### src/rtl/reset_ctrl_pkg.sv
package reset_ctrl_pkg;

  // Clock and the length of the one millisecond tick in cycles.
  localparam int unsigned CLK_PERIOD_NS = 10;
  localparam int unsigned TICK_TIME_NS = 1000000;
  localparam int unsigned MS_CYCLES = TICK_TIME_NS / CLK_PERIOD_NS;

  // Carry periods that the tick period select can choose, in milliseconds.
  localparam logic [7:0] PERIOD_1MS = 8'h01;
  localparam logic [7:0] PERIOD_5MS = 8'h05;
  localparam logic [7:0] PERIOD_100MS = 8'h64;
  localparam logic [7:0] PERIOD_250MS = 8'hfa;

  // Delay from halt release arming to the first carry, in milliseconds.
  localparam logic [7:0] START_DELAY_MS = 8'h32;
  localparam logic [7:0] CARRY_PRESET = PERIOD_100MS - START_DELAY_MS;

  // Codes of the tick period select field and its reset value.
  localparam logic [3:0] TICK_SEL_100MS = 4'h0;
  localparam logic [3:0] TICK_SEL_250MS = 4'h1;
  localparam logic [3:0] TICK_SEL_5MS = 4'h2;
  localparam logic [3:0] TICK_SEL_1MS = 4'h3;
  localparam logic [3:0] TICK_PERIOD_RST = TICK_SEL_100MS;

  // States of the reset sequencer.
  typedef enum logic [2:0] {
    ST_RUN = 3'b000,
    ST_CE_WAIT = 3'b001,
    ST_STOPPED = 3'b010,
    ST_HALT_WAIT = 3'b011,
    ST_SUPPLY_LOW = 3'b100
  } seq_state_e;

  // Maps a tick period code to its carry period in milliseconds.
  function automatic logic [7:0] sel_to_ms(input logic [3:0] sel);
    logic [7:0] ms;
    ms = PERIOD_100MS;
    case (sel)
      TICK_SEL_250MS: ms = PERIOD_250MS;
      TICK_SEL_5MS: ms = PERIOD_5MS;
      TICK_SEL_1MS: ms = PERIOD_1MS;
      default: ms = PERIOD_100MS;
    endcase
    return ms;
  endfunction

endpackage

### src/rtl/carry_timer.sv
`timescale 1ns/1ps
module carry_timer #(
  parameter int unsigned MS_CYCLES = reset_ctrl_pkg::MS_CYCLES
) (
  input wire logic sys_clk,
  input wire logic rst_n,
  input wire logic run,
  input wire logic init,
  input wire logic sel_wr,
  input wire logic [3:0] sel_data,
  output logic carry_pulse,
  output logic [3:0] tick_period
);

  logic [16:0] pre;
  logic [7:0] ms_cnt;
  logic pre_wrap;
  logic period_end;

  // Prescaler wrap marks the end of one millisecond of running clock.
  assign pre_wrap = run && (pre == 17'(MS_CYCLES - 1));
  assign period_end = ms_cnt >= (reset_ctrl_pkg::sel_to_ms(tick_period) - 8'h01);

  // Tick period select keeps its value unless written, or cleared by reset or the partial init.
  always_ff @(posedge sys_clk) begin
    if (!rst_n || init) begin
      tick_period <= reset_ctrl_pkg::TICK_PERIOD_RST; // RULE13
    end else if (sel_wr) begin
      tick_period <= sel_data; // RULE10
    end
  end

  // Millisecond prescaler runs only while the oscillator runs.
  always_ff @(posedge sys_clk) begin
    if (!rst_n || init) begin
      pre <= 17'h00000;
    end else if (pre_wrap) begin
      pre <= 17'h00000;
    end else if (run) begin
      pre <= pre + 17'h00001;
    end
  end

  // Carry counter starts half way so the first carry follows by the start delay.
  always_ff @(posedge sys_clk) begin
    if (!rst_n || init) begin
      ms_cnt <= reset_ctrl_pkg::CARRY_PRESET; // RULE16
    end else if (pre_wrap) begin
      ms_cnt <= period_end ? 8'h00 : ms_cnt + 8'h01;
    end
  end

  // Carry set pulse lasts one cycle at the end of each period.
  always_ff @(posedge sys_clk) begin
    if (!rst_n) begin
      carry_pulse <= 1'b0;
    end else begin
      carry_pulse <= pre_wrap && period_end;
    end
  end

endmodule

### src/rtl/reset_controller.sv
`timescale 1ns/1ps
// What this block does
// (RULE1) Two reset sources: low supply power-on reset and chip-enable rise.
// (RULE2) Chip-enable reset starts on a low-to-high edge of the chip-enable input.
// (RULE3) Power-on reset initialises everything and restarts execution at address zero.
// (RULE4) Chip-enable reset initialises core state and part of control, restarts at zero.
// (RULE5) Halt-entry strobe on power-on and clock stop only; halt ends at carry.
// (RULE6) Partial-init strobe on power-on and clock stop only.
// (RULE7) Full-init strobe on chip-enable reset, power-on reset and clock stop.
// (RULE8) The clock-stop instruction also triggers the reset sequencer.
// (RULE9) After chip-enable rise, full-init fires at the next carry pulse; the code fires none when the rise comes in clock stop.
// (RULE10) Without clock stop the tick period keeps its selected carry period.
// (RULE11) Program runs normally between chip-enable rise and the aligned reset.
// (RULE12) Clock-stop instruction raises all three strobes at once.
// (RULE13) Partial-init clears tick period to zero, the 100 ms carry period.
// (RULE14) With chip enable low after clock stop, halt holds and oscillator stops.
// (RULE15) Chip-enable rise in clock stop restarts the oscillator.
// (RULE16) After clock stop, execution restarts at the first carry, about 50 ms later.
// (RULE17) Chip-enable reset cuts in regardless of the instruction being executed.
// (RULE18) Low supply holds all three strobes; they release together when it clears.
// (RULE19) After supply recovery, execution restarts about 50 ms later at first carry.
// (RULE20) Chip-enable input passes a two-flop synchroniser before edge detection.
module reset_controller #(
  parameter int unsigned MS_CYCLES = reset_ctrl_pkg::MS_CYCLES
) (
  input wire logic sys_clk,
  input wire logic rst_n,
  input wire logic ce_pin,
  input wire logic low_supply_flag,
  input wire logic stop_exec,
  input wire logic tick_period_wr,
  input wire logic [3:0] tick_period_wdata,
  output logic halt_entry_strobe,
  output logic partial_init_strobe,
  output logic full_init_strobe,
  output logic halt_active,
  output logic osc_enable,
  output logic exec_start,
  output logic carry_pulse,
  output logic [3:0] tick_period
);

  reset_ctrl_pkg::seq_state_e state;
  reset_ctrl_pkg::seq_state_e next_state;

  logic ce_meta;
  logic ce_sync;
  logic ce_prev;
  logic ce_rise;
  logic supply_meta;
  logic supply_low;
  logic ce_pending;
  logic next_ce_pending;
  logic next_halt_entry;
  logic next_partial_init;
  logic next_full_init;
  logic next_exec_start;
  logic next_halt_active;
  logic next_osc_enable;

  // Two-flop synchroniser for the chip-enable pin; only the second flop is read.
  always_ff @(posedge sys_clk) begin
    if (!rst_n) begin
      ce_meta <= 1'b0;
      ce_sync <= 1'b0;
    end else begin
      ce_meta <= ce_pin; // RULE20
      ce_sync <= ce_meta; // RULE20
    end
  end

  // Previous synchronised level for rising edge detection.
  always_ff @(posedge sys_clk) begin
    if (!rst_n) begin
      ce_prev <= 1'b0;
    end else begin
      ce_prev <= ce_sync;
    end
  end

  // A chip-enable reset is requested only by a low-to-high transition.
  assign ce_rise = ce_sync && !ce_prev; // RULE2

  // The low supply flag comes from the analog detector and is synchronised too.
  always_ff @(posedge sys_clk) begin
    if (!rst_n) begin
      supply_meta <= 1'b0;
      supply_low <= 1'b0;
    end else begin
      supply_meta <= low_supply_flag;
      supply_low <= supply_meta;
    end
  end

  // Basic timer that produces the carry set pulse and holds the tick period.
  carry_timer #(
    .MS_CYCLES(MS_CYCLES)
  ) u_carry_timer (
    .sys_clk(sys_clk),
    .rst_n(rst_n),
    .run(osc_enable),
    .init(partial_init_strobe),
    .sel_wr(tick_period_wr),
    .sel_data(tick_period_wdata),
    .carry_pulse(carry_pulse),
    .tick_period(tick_period)
  );

  // Sequencer decisions: which strobes fire and where the sequence goes next.
  always_comb begin
    next_state = state;
    next_ce_pending = ce_pending;
    next_halt_entry = 1'b0;
    next_partial_init = 1'b0;
    next_full_init = 1'b0;
    next_exec_start = 1'b0;
    if (supply_low) begin
      // Low supply overrides everything and holds all three strobes.
      next_state = reset_ctrl_pkg::ST_SUPPLY_LOW; // RULE1
      next_halt_entry = 1'b1; // RULE18
      next_partial_init = 1'b1; // RULE18
      next_full_init = 1'b1; // RULE3
      next_ce_pending = 1'b0;
    end else begin
      case (state)
        reset_ctrl_pkg::ST_SUPPLY_LOW: begin
          // Strobes drop together; the timer was preset so the carry comes later.
          next_state = reset_ctrl_pkg::ST_HALT_WAIT; // RULE19
        end
        reset_ctrl_pkg::ST_RUN: begin
          if (stop_exec) begin
            next_halt_entry = 1'b1; // RULE12
            next_partial_init = 1'b1; // RULE6
            next_full_init = 1'b1; // RULE8
            next_state = ce_sync ? reset_ctrl_pkg::ST_HALT_WAIT
                                 : reset_ctrl_pkg::ST_STOPPED; // RULE14
          end else if (ce_rise) begin
            // Execution continues until the next carry pulse.
            next_state = reset_ctrl_pkg::ST_CE_WAIT; // RULE11
          end
        end
        reset_ctrl_pkg::ST_CE_WAIT: begin
          if (stop_exec) begin
            next_halt_entry = 1'b1; // RULE12
            next_partial_init = 1'b1; // RULE6
            next_full_init = 1'b1; // RULE7
            next_state = ce_sync ? reset_ctrl_pkg::ST_HALT_WAIT
                                 : reset_ctrl_pkg::ST_STOPPED; // RULE14
          end else if (carry_pulse) begin
            // The reset cuts in whatever instruction is running.
            next_full_init = 1'b1; // RULE9
            next_exec_start = 1'b1; // RULE17
            next_state = reset_ctrl_pkg::ST_RUN; // RULE4
          end
        end
        reset_ctrl_pkg::ST_STOPPED: begin
          if (ce_rise) begin
            next_state = reset_ctrl_pkg::ST_HALT_WAIT; // RULE15
          end
        end
        reset_ctrl_pkg::ST_HALT_WAIT: begin
          if (carry_pulse) begin
            // Halt is released by the carry and execution restarts at zero.
            next_full_init = ce_pending || ce_rise; // RULE9
            next_exec_start = 1'b1; // RULE5
            next_ce_pending = 1'b0;
            next_state = reset_ctrl_pkg::ST_RUN; // RULE16
          end else if (ce_rise) begin
            next_ce_pending = 1'b1; // RULE2
          end
        end
        default: begin
          next_state = reset_ctrl_pkg::ST_HALT_WAIT;
          next_ce_pending = 1'b0;
        end
      endcase
    end
  end

  // Halt and oscillator levels follow the state that is entered.
  always_comb begin
    case (next_state)
      reset_ctrl_pkg::ST_STOPPED: begin
        next_halt_active = 1'b1; // RULE14
        next_osc_enable = 1'b0; // RULE14
      end
      reset_ctrl_pkg::ST_SUPPLY_LOW: begin
        next_halt_active = 1'b1;
        next_osc_enable = 1'b0;
      end
      reset_ctrl_pkg::ST_HALT_WAIT: begin
        next_halt_active = 1'b1; // RULE5
        next_osc_enable = 1'b1; // RULE15
      end
      default: begin
        next_halt_active = 1'b0;
        next_osc_enable = 1'b1;
      end
    endcase
  end

  // Sequencer state; reset behaves like the end of a power-on reset.
  always_ff @(posedge sys_clk) begin
    if (!rst_n) begin
      state <= reset_ctrl_pkg::ST_HALT_WAIT;
      ce_pending <= 1'b0;
    end else begin
      state <= next_state;
      ce_pending <= next_ce_pending;
    end
  end

  // Registered reset strobes toward the core.
  always_ff @(posedge sys_clk) begin
    if (!rst_n) begin
      halt_entry_strobe <= 1'b0;
      partial_init_strobe <= 1'b0;
      full_init_strobe <= 1'b0;
      exec_start <= 1'b0;
    end else begin
      halt_entry_strobe <= next_halt_entry;
      partial_init_strobe <= next_partial_init;
      full_init_strobe <= next_full_init;
      exec_start <= next_exec_start;
    end
  end

  // Registered halt and oscillator controls.
  always_ff @(posedge sys_clk) begin
    if (!rst_n) begin
      halt_active <= 1'b1;
      osc_enable <= 1'b1;
    end else begin
      halt_active <= next_halt_active;
      osc_enable <= next_osc_enable;
    end
  end

endmodule

### config.mk
export PLATFORM = sky130hd
export DESIGN_NAME = reset_controller
export DESIGN_NICKNAME = d
export VERILOG_FILES = /design/src/rtl/reset_ctrl_pkg.sv /design/src/rtl/carry_timer.sv /design/src/rtl/reset_controller.sv
export SDC_FILE = /design/constraint.sdc
export NUM_CORES = 1
export LEC_CHECK = 0
export ABC_AREA = 1
export BUFFER_PORTS_ARGS = -buffer_cell sky130_fd_sc_hd__clkbuf_2
export CAP_MARGIN = 40
export CORE_MARGIN = 5
export CORE_UTILIZATION = 40
export DETAILED_ROUTE_END_ITERATION = 8
export HOLD_SLACK_MARGIN = 0.06
export PLACE_DENSITY_LB_ADDON = 0.08
export SLEW_MARGIN = 20
export SYNTH_ARGS = -nofsm -noshare
export SYNTH_HDL_FRONTEND = slang
export SYNTH_HIERARCHICAL = 1
export SYNTH_SLANG_ARGS = --single-unit
### constraint.sdc
create_clock -name sys_clk -period 2.3 [get_ports sys_clk]
set_input_delay 0.46 -clock sys_clk [delete_from_list [all_inputs] [get_ports sys_clk]]
set_output_delay 0.46 -clock sys_clk [all_outputs]
set_load 0.01 [all_outputs]
==> out/results.md, run 1 <==
• **share of the synthesized area in compound gates (AO/OA/AOI/OAI)** 7.84%
• **slew margin rel.** 76.5%
• **Filler Cells Inserted** 563
• **area share of the largest cell type after synthesis** 38.1%
• **setup repair after global routing missed its margin** yes
• **WP data required** 2.50 ns
• **antenna violations before repair** 0
• **placed wire-length estimate after detailed placement** 3570 um
• **sequential share of the synthesized area** 38.1%
• **fraction of synthesized area in multiplexers** 0%
• **number of remaining DRC errors** 0
• **share of the synthesized netlist area taken by xor and xnor gates** 3.41%
• **deepest clock path buffer count** 2
• **die height** 86.1 um
• **most common flop cell mapped by yosys** dfxtp_1
• **adder and majority cell fraction of the synthesized area** 7.03%
• **number of warnings printed during yosys synthesis** 6
• **Antenna diodes** 0
• **Total Negative Setup Slacks** 0 ns
• **number of global-route vias before repair** 1771
• **clock period minus worst slack** 2.21 ns
• **Data arrival, critical path** 2.41 ns
• **class of the worst hold path** input pin to register
• **GRT Total Usage** 13.6%
• **Site Rows** 27
• **post-route clock period utilization** 96.0%
• **Die Width** 86.1 um
• **average detailed-routed wire length per instance** 10.9 um
• **biggest area contributors in the synthesized netlist** dfxtp_1 (38%), nand2_1 (13%), inv_1 (7.6%), ha_1 (7.0%), nor2_1 (6.5%)
• **placeable core region** 0.00557 mm2
• **number of enable-type register cells in the synthesized netlist** 0
• **cell type contributing the most total cell area after synthesis** dfxtp_1
• **fraction of synthesis flops using an asynchronous set or reset pin** 0%
• **global route total overflow** 0
• **Post-Syn Area per Cell** 6.97 um2
• **instance count of the mapped netlist** 332
• **number of vias in the routed layout** 2013
• **total number of nets in the final design** 383
• **share of synthesized cell area in and, or, nand and nor gates** 33.6%
• **worst skew pair latency** 0.30 ns
• **final hold violation count** 0
• **routability-driven placement congestion ratio** 0.810
• **most numerous cell types in the synthesized netlist** nand2_1 (78), inv_1 (47), dfxtp_1 (44)
• **Yosys cell types** 27
• **multi-input logic area** 0.00126 mm2
• **Peak Freq** 0.453 GHz
• **I/O pin count** 21
• **Clock Tree Root** clkbuf_8
• **type of the setup path with the least slack** register to register
• **count of routing violations after the opening detailed-route iteration** 76
• **fraction of layout instances using a drive strength above 1** 18.6%
• **clock-pin slew of the registers on the worst-case setup and hold paths** 0.08 ns
• **library cell with the highest instance count after synthesis** nand2_1
• **largest net degree at the start of global routing** 16
• **Max FO, Critical Path** 5
• **Pwr Density** 571 mW/mm2
• **Cell Area, Synth** 0.00231 mm2
• **setup-violating endpoint count in the final report** 0
• **transition time at the pin with the least slew margin** 0.352 ns
• **sequential cell area** 883 um2
• **synthesized netlist net count** 355
• **number of port buffers** 20
• **CTS sink count** 44
• **number of slew-limit violations in the final report** 0
• **main combinational cell family by area after synthesis** simple AND/OR/NAND/NOR gates
• **CTS H-tree depth** 2
• **TritonCTS buffer count** 5
• **Final ANT Viol Nets** 0
• **FF+latch count, synth** 44
• **number of iterations in the first detailed-routing pass** 4
• **wire length of the first global-routing pass** 8030 um
• **LEAKAGE** 1.16 nW
• **die area** 0.00740 mm2
• **maximum vdd ir drop** 0.000249 V
• **area added between synthesis and finish** 15.3%
• **Post-Route Hold Slack** 0.345 ns
• **overall power after layout** 1.52 mW
• **number of maximum-capacitance violations** 0
• **initial cell density of the core** 41.5%
• **Vias/cell** 4.65
• **wire length reported by the detailed router** 4710 um
• **clock tree from TritonCTS** yes
• **run status** completed
• **kind of start point of the critical path** register
• **Clock Skew** 0.00581 ns
• **type of element capturing the critical path** register
[cells in the final DEF (no fill, tap or decap), types with 2 or more instances in the layout]
master / Yosys / layout
nand3_1: 22 / 21
clkbuf_2: 0 / 20
o21bai_1: 2 / 2
nand2_2: 5 / 5
buf_4: 2 / 6
ha_1: 13 / 11
inv_1: 47 / 47
or2_4: 0 / 2
inv_2: 5 / 5
nand3_2: 2 / 3
nor2_1: 40 / 38
nor3_1: 7 / 7
a21oi_2: 0 / 2
o21ai_0: 11 / 11
nor2_4: 2 / 3
dfxtp_1: 44 / 42
a21oi_1: 18 / 16
nand4_1: 7 / 7
dfxtp_2: 0 / 2
nor2_2: 5 / 6
nand2_4: 0 / 2
xor2_1: 8 / 8
clkbuf_8: 0 / 6
o21ai_1: 3 / 3
nand2_1: 78 / 76
[cell families (layout without fill, tap and decap cells)]
family	count (synthesis)	count (layout)
AOI/OAI and AO/OA	35	35
xor gates and xnor gates	9	9
adders and majority gates	13	13
buffers and inverters	57	86
DFF	44	44
and+or+nand+nor	174	174
[path summary, 6_finish.rpt]
| path | from | endpoint | slack, ns | depth (start not counted) |
|---|---|---|---|---|
| max | u_carry_timer/tick_period[2] | u_carry_timer/ms_cnt[6] | 0.09 | 14 |
| min | low_supply_flag | supply_meta | 0.35 | 3 |
| max reg2reg | u_carry_timer/tick_period[2] | u_carry_timer/ms_cnt[6] | 0.09 | 14 |
| min reg2reg | ce_meta | ce_sync | 0.42 | 2 |
[cell type report]
type,instances,area share (%)
clock buffers,7,3.24
clock inverters,1,0.282
inverters,52,7.32
multi-input cells,231,47.2
flip-flops and latches,44,33.1
well taps,72,3.38
repair buffers,26,5.44
[state kept, by name, summed over array words and instances (netlist names)]
| name | cells |
|---|---|
| u_carry_timer/pre | 17 |
| u_carry_timer/ms_cnt | 8 |
| u_carry_timer/tick_period | 4 |
| state | 3 |
| ce_meta | 1 |
| ce_pending | 1 |
| ce_prev | 1 |
| ce_sync | 1 |
| exec_start | 1 |
| full_init_strobe | 1 |
| halt_active | 1 |
| osc_enable | 1 |
| partial_init_strobe | 1 |
| supply_low | 1 |
| supply_meta | 1 |
| u_carry_timer/carry_pulse | 1 |
[repair_timing]
action	4_1_cts	5_1_grt
hold buffers	0	0
buffers inserted	1	0
pin swaps	1	5
resized for setup	6	5
setup endpoints to repair	6	9
[metrics by stage]
stage | cell area, um2 | setup slack (ns) | utilization, % | instances
after floorplan | 2330 | 0.00697 | - | 332
after global placement | 2520 | -0.0101 | 45.2 | 424
after detailed placement | 2520 | -0.0623 | 45.2 | 424
after CTS | 2640 | 0.0188 | 47.4 | 433
after global routing | 2670 | -0.0180 | 47.8 | 433
final | 2670 | 0.0918 | 47.8 | 433
[power by group]
group	leakage, nW	switching, mW	internal (mW)	total, mW
Clock	0.0445	0.260	0.244	0.504
Sequential	0.359	0.0321	0.794	0.827
Combinational	0.753	0.114	0.0781	0.192
[metal layers]
layer | wire length (um) | GRT usage (%)
met5 | 0 | 0
met4 | 78 | 4.75
met3 | 126 | 3.17
met2 | 2170 | 22.1
met1 | 2340 | 17.5
[worst max-delay path: stages, from the launching register on]
cell	delay [ns]
dfxtp_2	0.34
nor2_4	0.13
nand2_1	0.10
ha_2	0.18
or2_4	0.25
or2_4	0.24
ha_4	0.26
nand2_2	0.04
o21bai_1	0.14
nand2_1	0.06
nand2_1	0.06
nand2_2	0.10
nand2_4	0.07
nand2_4	0.11
nor2_1	0.04
(Power assumes the default switching activity.)
==> run 2: changes to the inputs <==
--- a/config.mk
+++ b/config.mk
@@ -6,11 +6,11 @@
 export NUM_CORES = 1
 export LEC_CHECK = 0
 export ABC_AREA = 1
-export BUFFER_PORTS_ARGS = -buffer_cell sky130_fd_sc_hd__clkbuf_2
 export CAP_MARGIN = 40
 export CORE_MARGIN = 5
 export CORE_UTILIZATION = 40
 export DETAILED_ROUTE_END_ITERATION = 8
+export DONT_BUFFER_PORTS = 1
 export HOLD_SLACK_MARGIN = 0.06
 export PLACE_DENSITY_LB_ADDON = 0.08
 export SLEW_MARGIN = 20
==> out/results.md, run 2 (synthesis results as in run 1) <==
• **Antenna diodes** 0, unchanged
• **type of element capturing the critical path** register, unchanged
• **placed wire-length estimate after detailed placement** 3530 um, was 3570 um
• **GRT Total Usage** 13.5%, was 13.6%
• **setup repair after global routing missed its margin** no, was yes
• **number of remaining DRC errors** 0, unchanged
• **most frequent cells in the layout** nand2_1 (76), inv_1 (47), dfxtp_1 (42), unchanged
• **I/O pin count** 21, unchanged
• **LEAKAGE** 1.10 nW, was 1.16 nW
• **post-layout utilization of the core** 47.1%, was 47.8%
• **number of global-route vias before repair** 1845, was 1771
• **average detailed-routed wire length per instance** 11.2 um, was 10.9 um
• **area added between synthesis and finish** 13.5%, was 15.3%
• **die height** 86.1 um, unchanged
• **routability-driven placement congestion ratio** 0.760, was 0.810
• **register with the most flip-flops** u_carry_timer/pre, unchanged
• **type of the setup path with the least slack** register to register, unchanged
• **beginning of the worst register-to-register path** u_carry_timer/tick_period[2], unchanged
• **number of instances in the placed design** 407, was 424
• **Pwr Density** 621 mW/mm2, was 571 mW/mm2
• **Clock Skew** 0.00566 ns, was 0.00581 ns
• **CTS H-tree depth** 2, unchanged
• **Die Width** 86.1 um, unchanged
• **initial cell density of the core** 41.5%, unchanged
• **die area** 0.00740 mm2, unchanged
• **worst setup slack for register-to-register paths** 0.11 ns, was 0.09 ns
• **clock period minus worst slack** 2.19 ns, was 2.21 ns
• **number of port buffers** 0, was 20
• **Reg2Reg Depth** 14, unchanged
• **Max FO, Critical Path** 5, unchanged
• **hold wc startpoint** rst_n, was low_supply_flag
• **Final ANT Viol Nets** 0, unchanged
• **CTS sink count** 44, unchanged
• **Cells on Worst Hold Path** 1, was 3
• **number of iterations in the first detailed-routing pass** 4, unchanged
• **WP data required** 2.50 ns, about the same
• **count of routing violations after the opening detailed-route iteration** 29, was 76
• **clock-pin slew of the registers on the worst-case setup and hold paths** 0.09 ns, was 0.08 ns
• **slew margin rel.** 77.4%, was 76.5%
• **sequential cell area** 883 um2, unchanged
• **transition time at the pin with the least slew margin** 0.336 ns, was 0.352 ns
• **fraction of layout instances using a drive strength above 1** 14.8%, was 18.6%
• **number of maximum-capacitance violations** 0, unchanged
• **TritonCTS buffer count** 5, unchanged
• **Post-Route Hold Slack** 0.233 ns, was 0.345 ns
• **maximum vdd ir drop** 0.000292 V, was 0.000249 V
• **number of slew-limit violations in the final report** 0, unchanged
• **worst-case setup margin in the final layout** 0.111 ns, was 0.0918 ns
• **overall power after layout** 1.63 mW, was 1.52 mW
• **setup-violating endpoint count in the final report** 0, unchanged
• **post-route clock period utilization** 95.2%, was 96.0%
• **total number of nets in the final design** 366, was 383
• **kind of start point of the critical path** register, unchanged
• **global route total overflow** 0, unchanged
• **antenna violations before repair** 0, unchanged
• **Clock Tree Root** clkbuf_8, unchanged
• **final hold violation count** 0, unchanged
• **Vias/cell** 4.69, was 4.65
• **deepest clock path buffer count** 2, unchanged
• **Worst Hold End** state[1], was supply_meta
• **Filler Cells Inserted** 573, was 563
• **Total Negative Setup Slacks** 0 ns, unchanged
• **fin cells** 416, was 433
• **run status** completed, unchanged
• **Data arrival, critical path** 2.39 ns, was 2.41 ns
• **placement-stage worst setup slack** -0.0591 ns, was -0.0623 ns
• **most frequent standard cell in the layout excluding fill and tap cells** nand2_1, unchanged
• **wire length of the first global-routing pass** 8180 um, was 8030 um
• **number of vias in the routed layout** 1951, was 2013
• **placeable core region** 0.00557 mm2, unchanged
• **Site Rows** 27, unchanged
• **class of the worst hold path** input pin to register, unchanged
• **clock tree from TritonCTS** yes, unchanged
• **max FFs per register** 17, unchanged
• **largest net degree at the start of global routing** 16, unchanged
• **post-place instance area** 0.00244 mm2, was 0.00252 mm2
• **Peak Freq** 0.457 GHz, was 0.453 GHz
• **biggest regs** u_carry_timer/pre x17, u_carry_timer/ms_cnt x8, u_carry_timer/tick_period x4, unchanged
• **worst skew pair latency** 0.30 ns, about the same
• **wire length reported by the detailed router** 4660 um, was 4710 um
• **destination of the worst register-to-register timing path** u_carry_timer/ms_cnt[3], was u_carry_timer/ms_cnt[6]
• **design area** 0.00263 mm2, was 0.00267 mm2
• **multi-input logic area** 0.00127 mm2, was 0.00126 mm2
## run 2: cell types whose count changed in the layout (fill, tap and decap cells not counted), sizes merged
| cell | previous run | this run |
|---|---|---|
| buf | 6 | 9 |
| bufinv | 0 | 1 |
| clkbuf | 27 | 6 |
| clkinv | 0 | 1 |
| clkinvlp | 1 | 0 |
## run 2: worst max-delay path by stage
stage,endpoint,depth (start not counted),from
6_report,u_carry_timer/ms_cnt[3],14,u_carry_timer/tick_period[2]
3_5_place_dp,u_carry_timer/ms_cnt[0],15,u_carry_timer/tick_period[2]
3_3_place_gp,u_carry_timer/ms_cnt[3],14,u_carry_timer/tick_period[2]
5_1_grt,u_carry_timer/ms_cnt[5],14,u_carry_timer/tick_period[2]
4_1_cts,u_carry_timer/ms_cnt[0],15,u_carry_timer/tick_period[3]
2_1_floorplan,u_carry_timer/ms_cnt[3],14,u_carry_timer/tick_period[3]
## run 2: timing repair
action                                  in CTS  in global routing
endpoints found under the setup margin       6                  8
resized for setup                            6                  5
gates cloned                                 0                  0
hold endpoints to repair                     0                  0
hold buffers                                 0                  0
pin swaps                                    3                  4
setup buffers                                1                  0
## run 2: cell type report
class	count	area share (%)
Inverter	52	7.43
Tap cell	72	3.43
Sequential cell	44	33.6
Timing Repair Buffer	9	2.57
Multi-Input combinational cell	231	48.3
Clock inverter	2	1.48
Clock buffer	6	3.14
## run 2: routing by layer
layer  global-route usage (%)  part of all wire, %
met3                     3.46                  2.6
met1                     17.4                   50
met2                     21.9                   46
met5                        0                    0
met4                     4.32                  1.4
## run 2: worst max-delay path, stage by stage, from the launching register on
cell	delay (ns)
dfxtp_2	0.34
nor2_4	0.13
nand3_2	0.08
ha_2	0.18
or2_4	0.24
or2_4	0.24
ha_4	0.26
nand2_2	0.05
o21bai_1	0.14
nand2_1	0.06
nand2_1	0.05
nand2_2	0.10
nand2_4	0.07
nand2_4	0.10
nor2_1	0.05
## run 2: power breakdown
part / switching (mW) / internal (mW)
registers: 0.0307 / 0.795
clock network: 0.269 / 0.355
logic: 0.109 / 0.0730
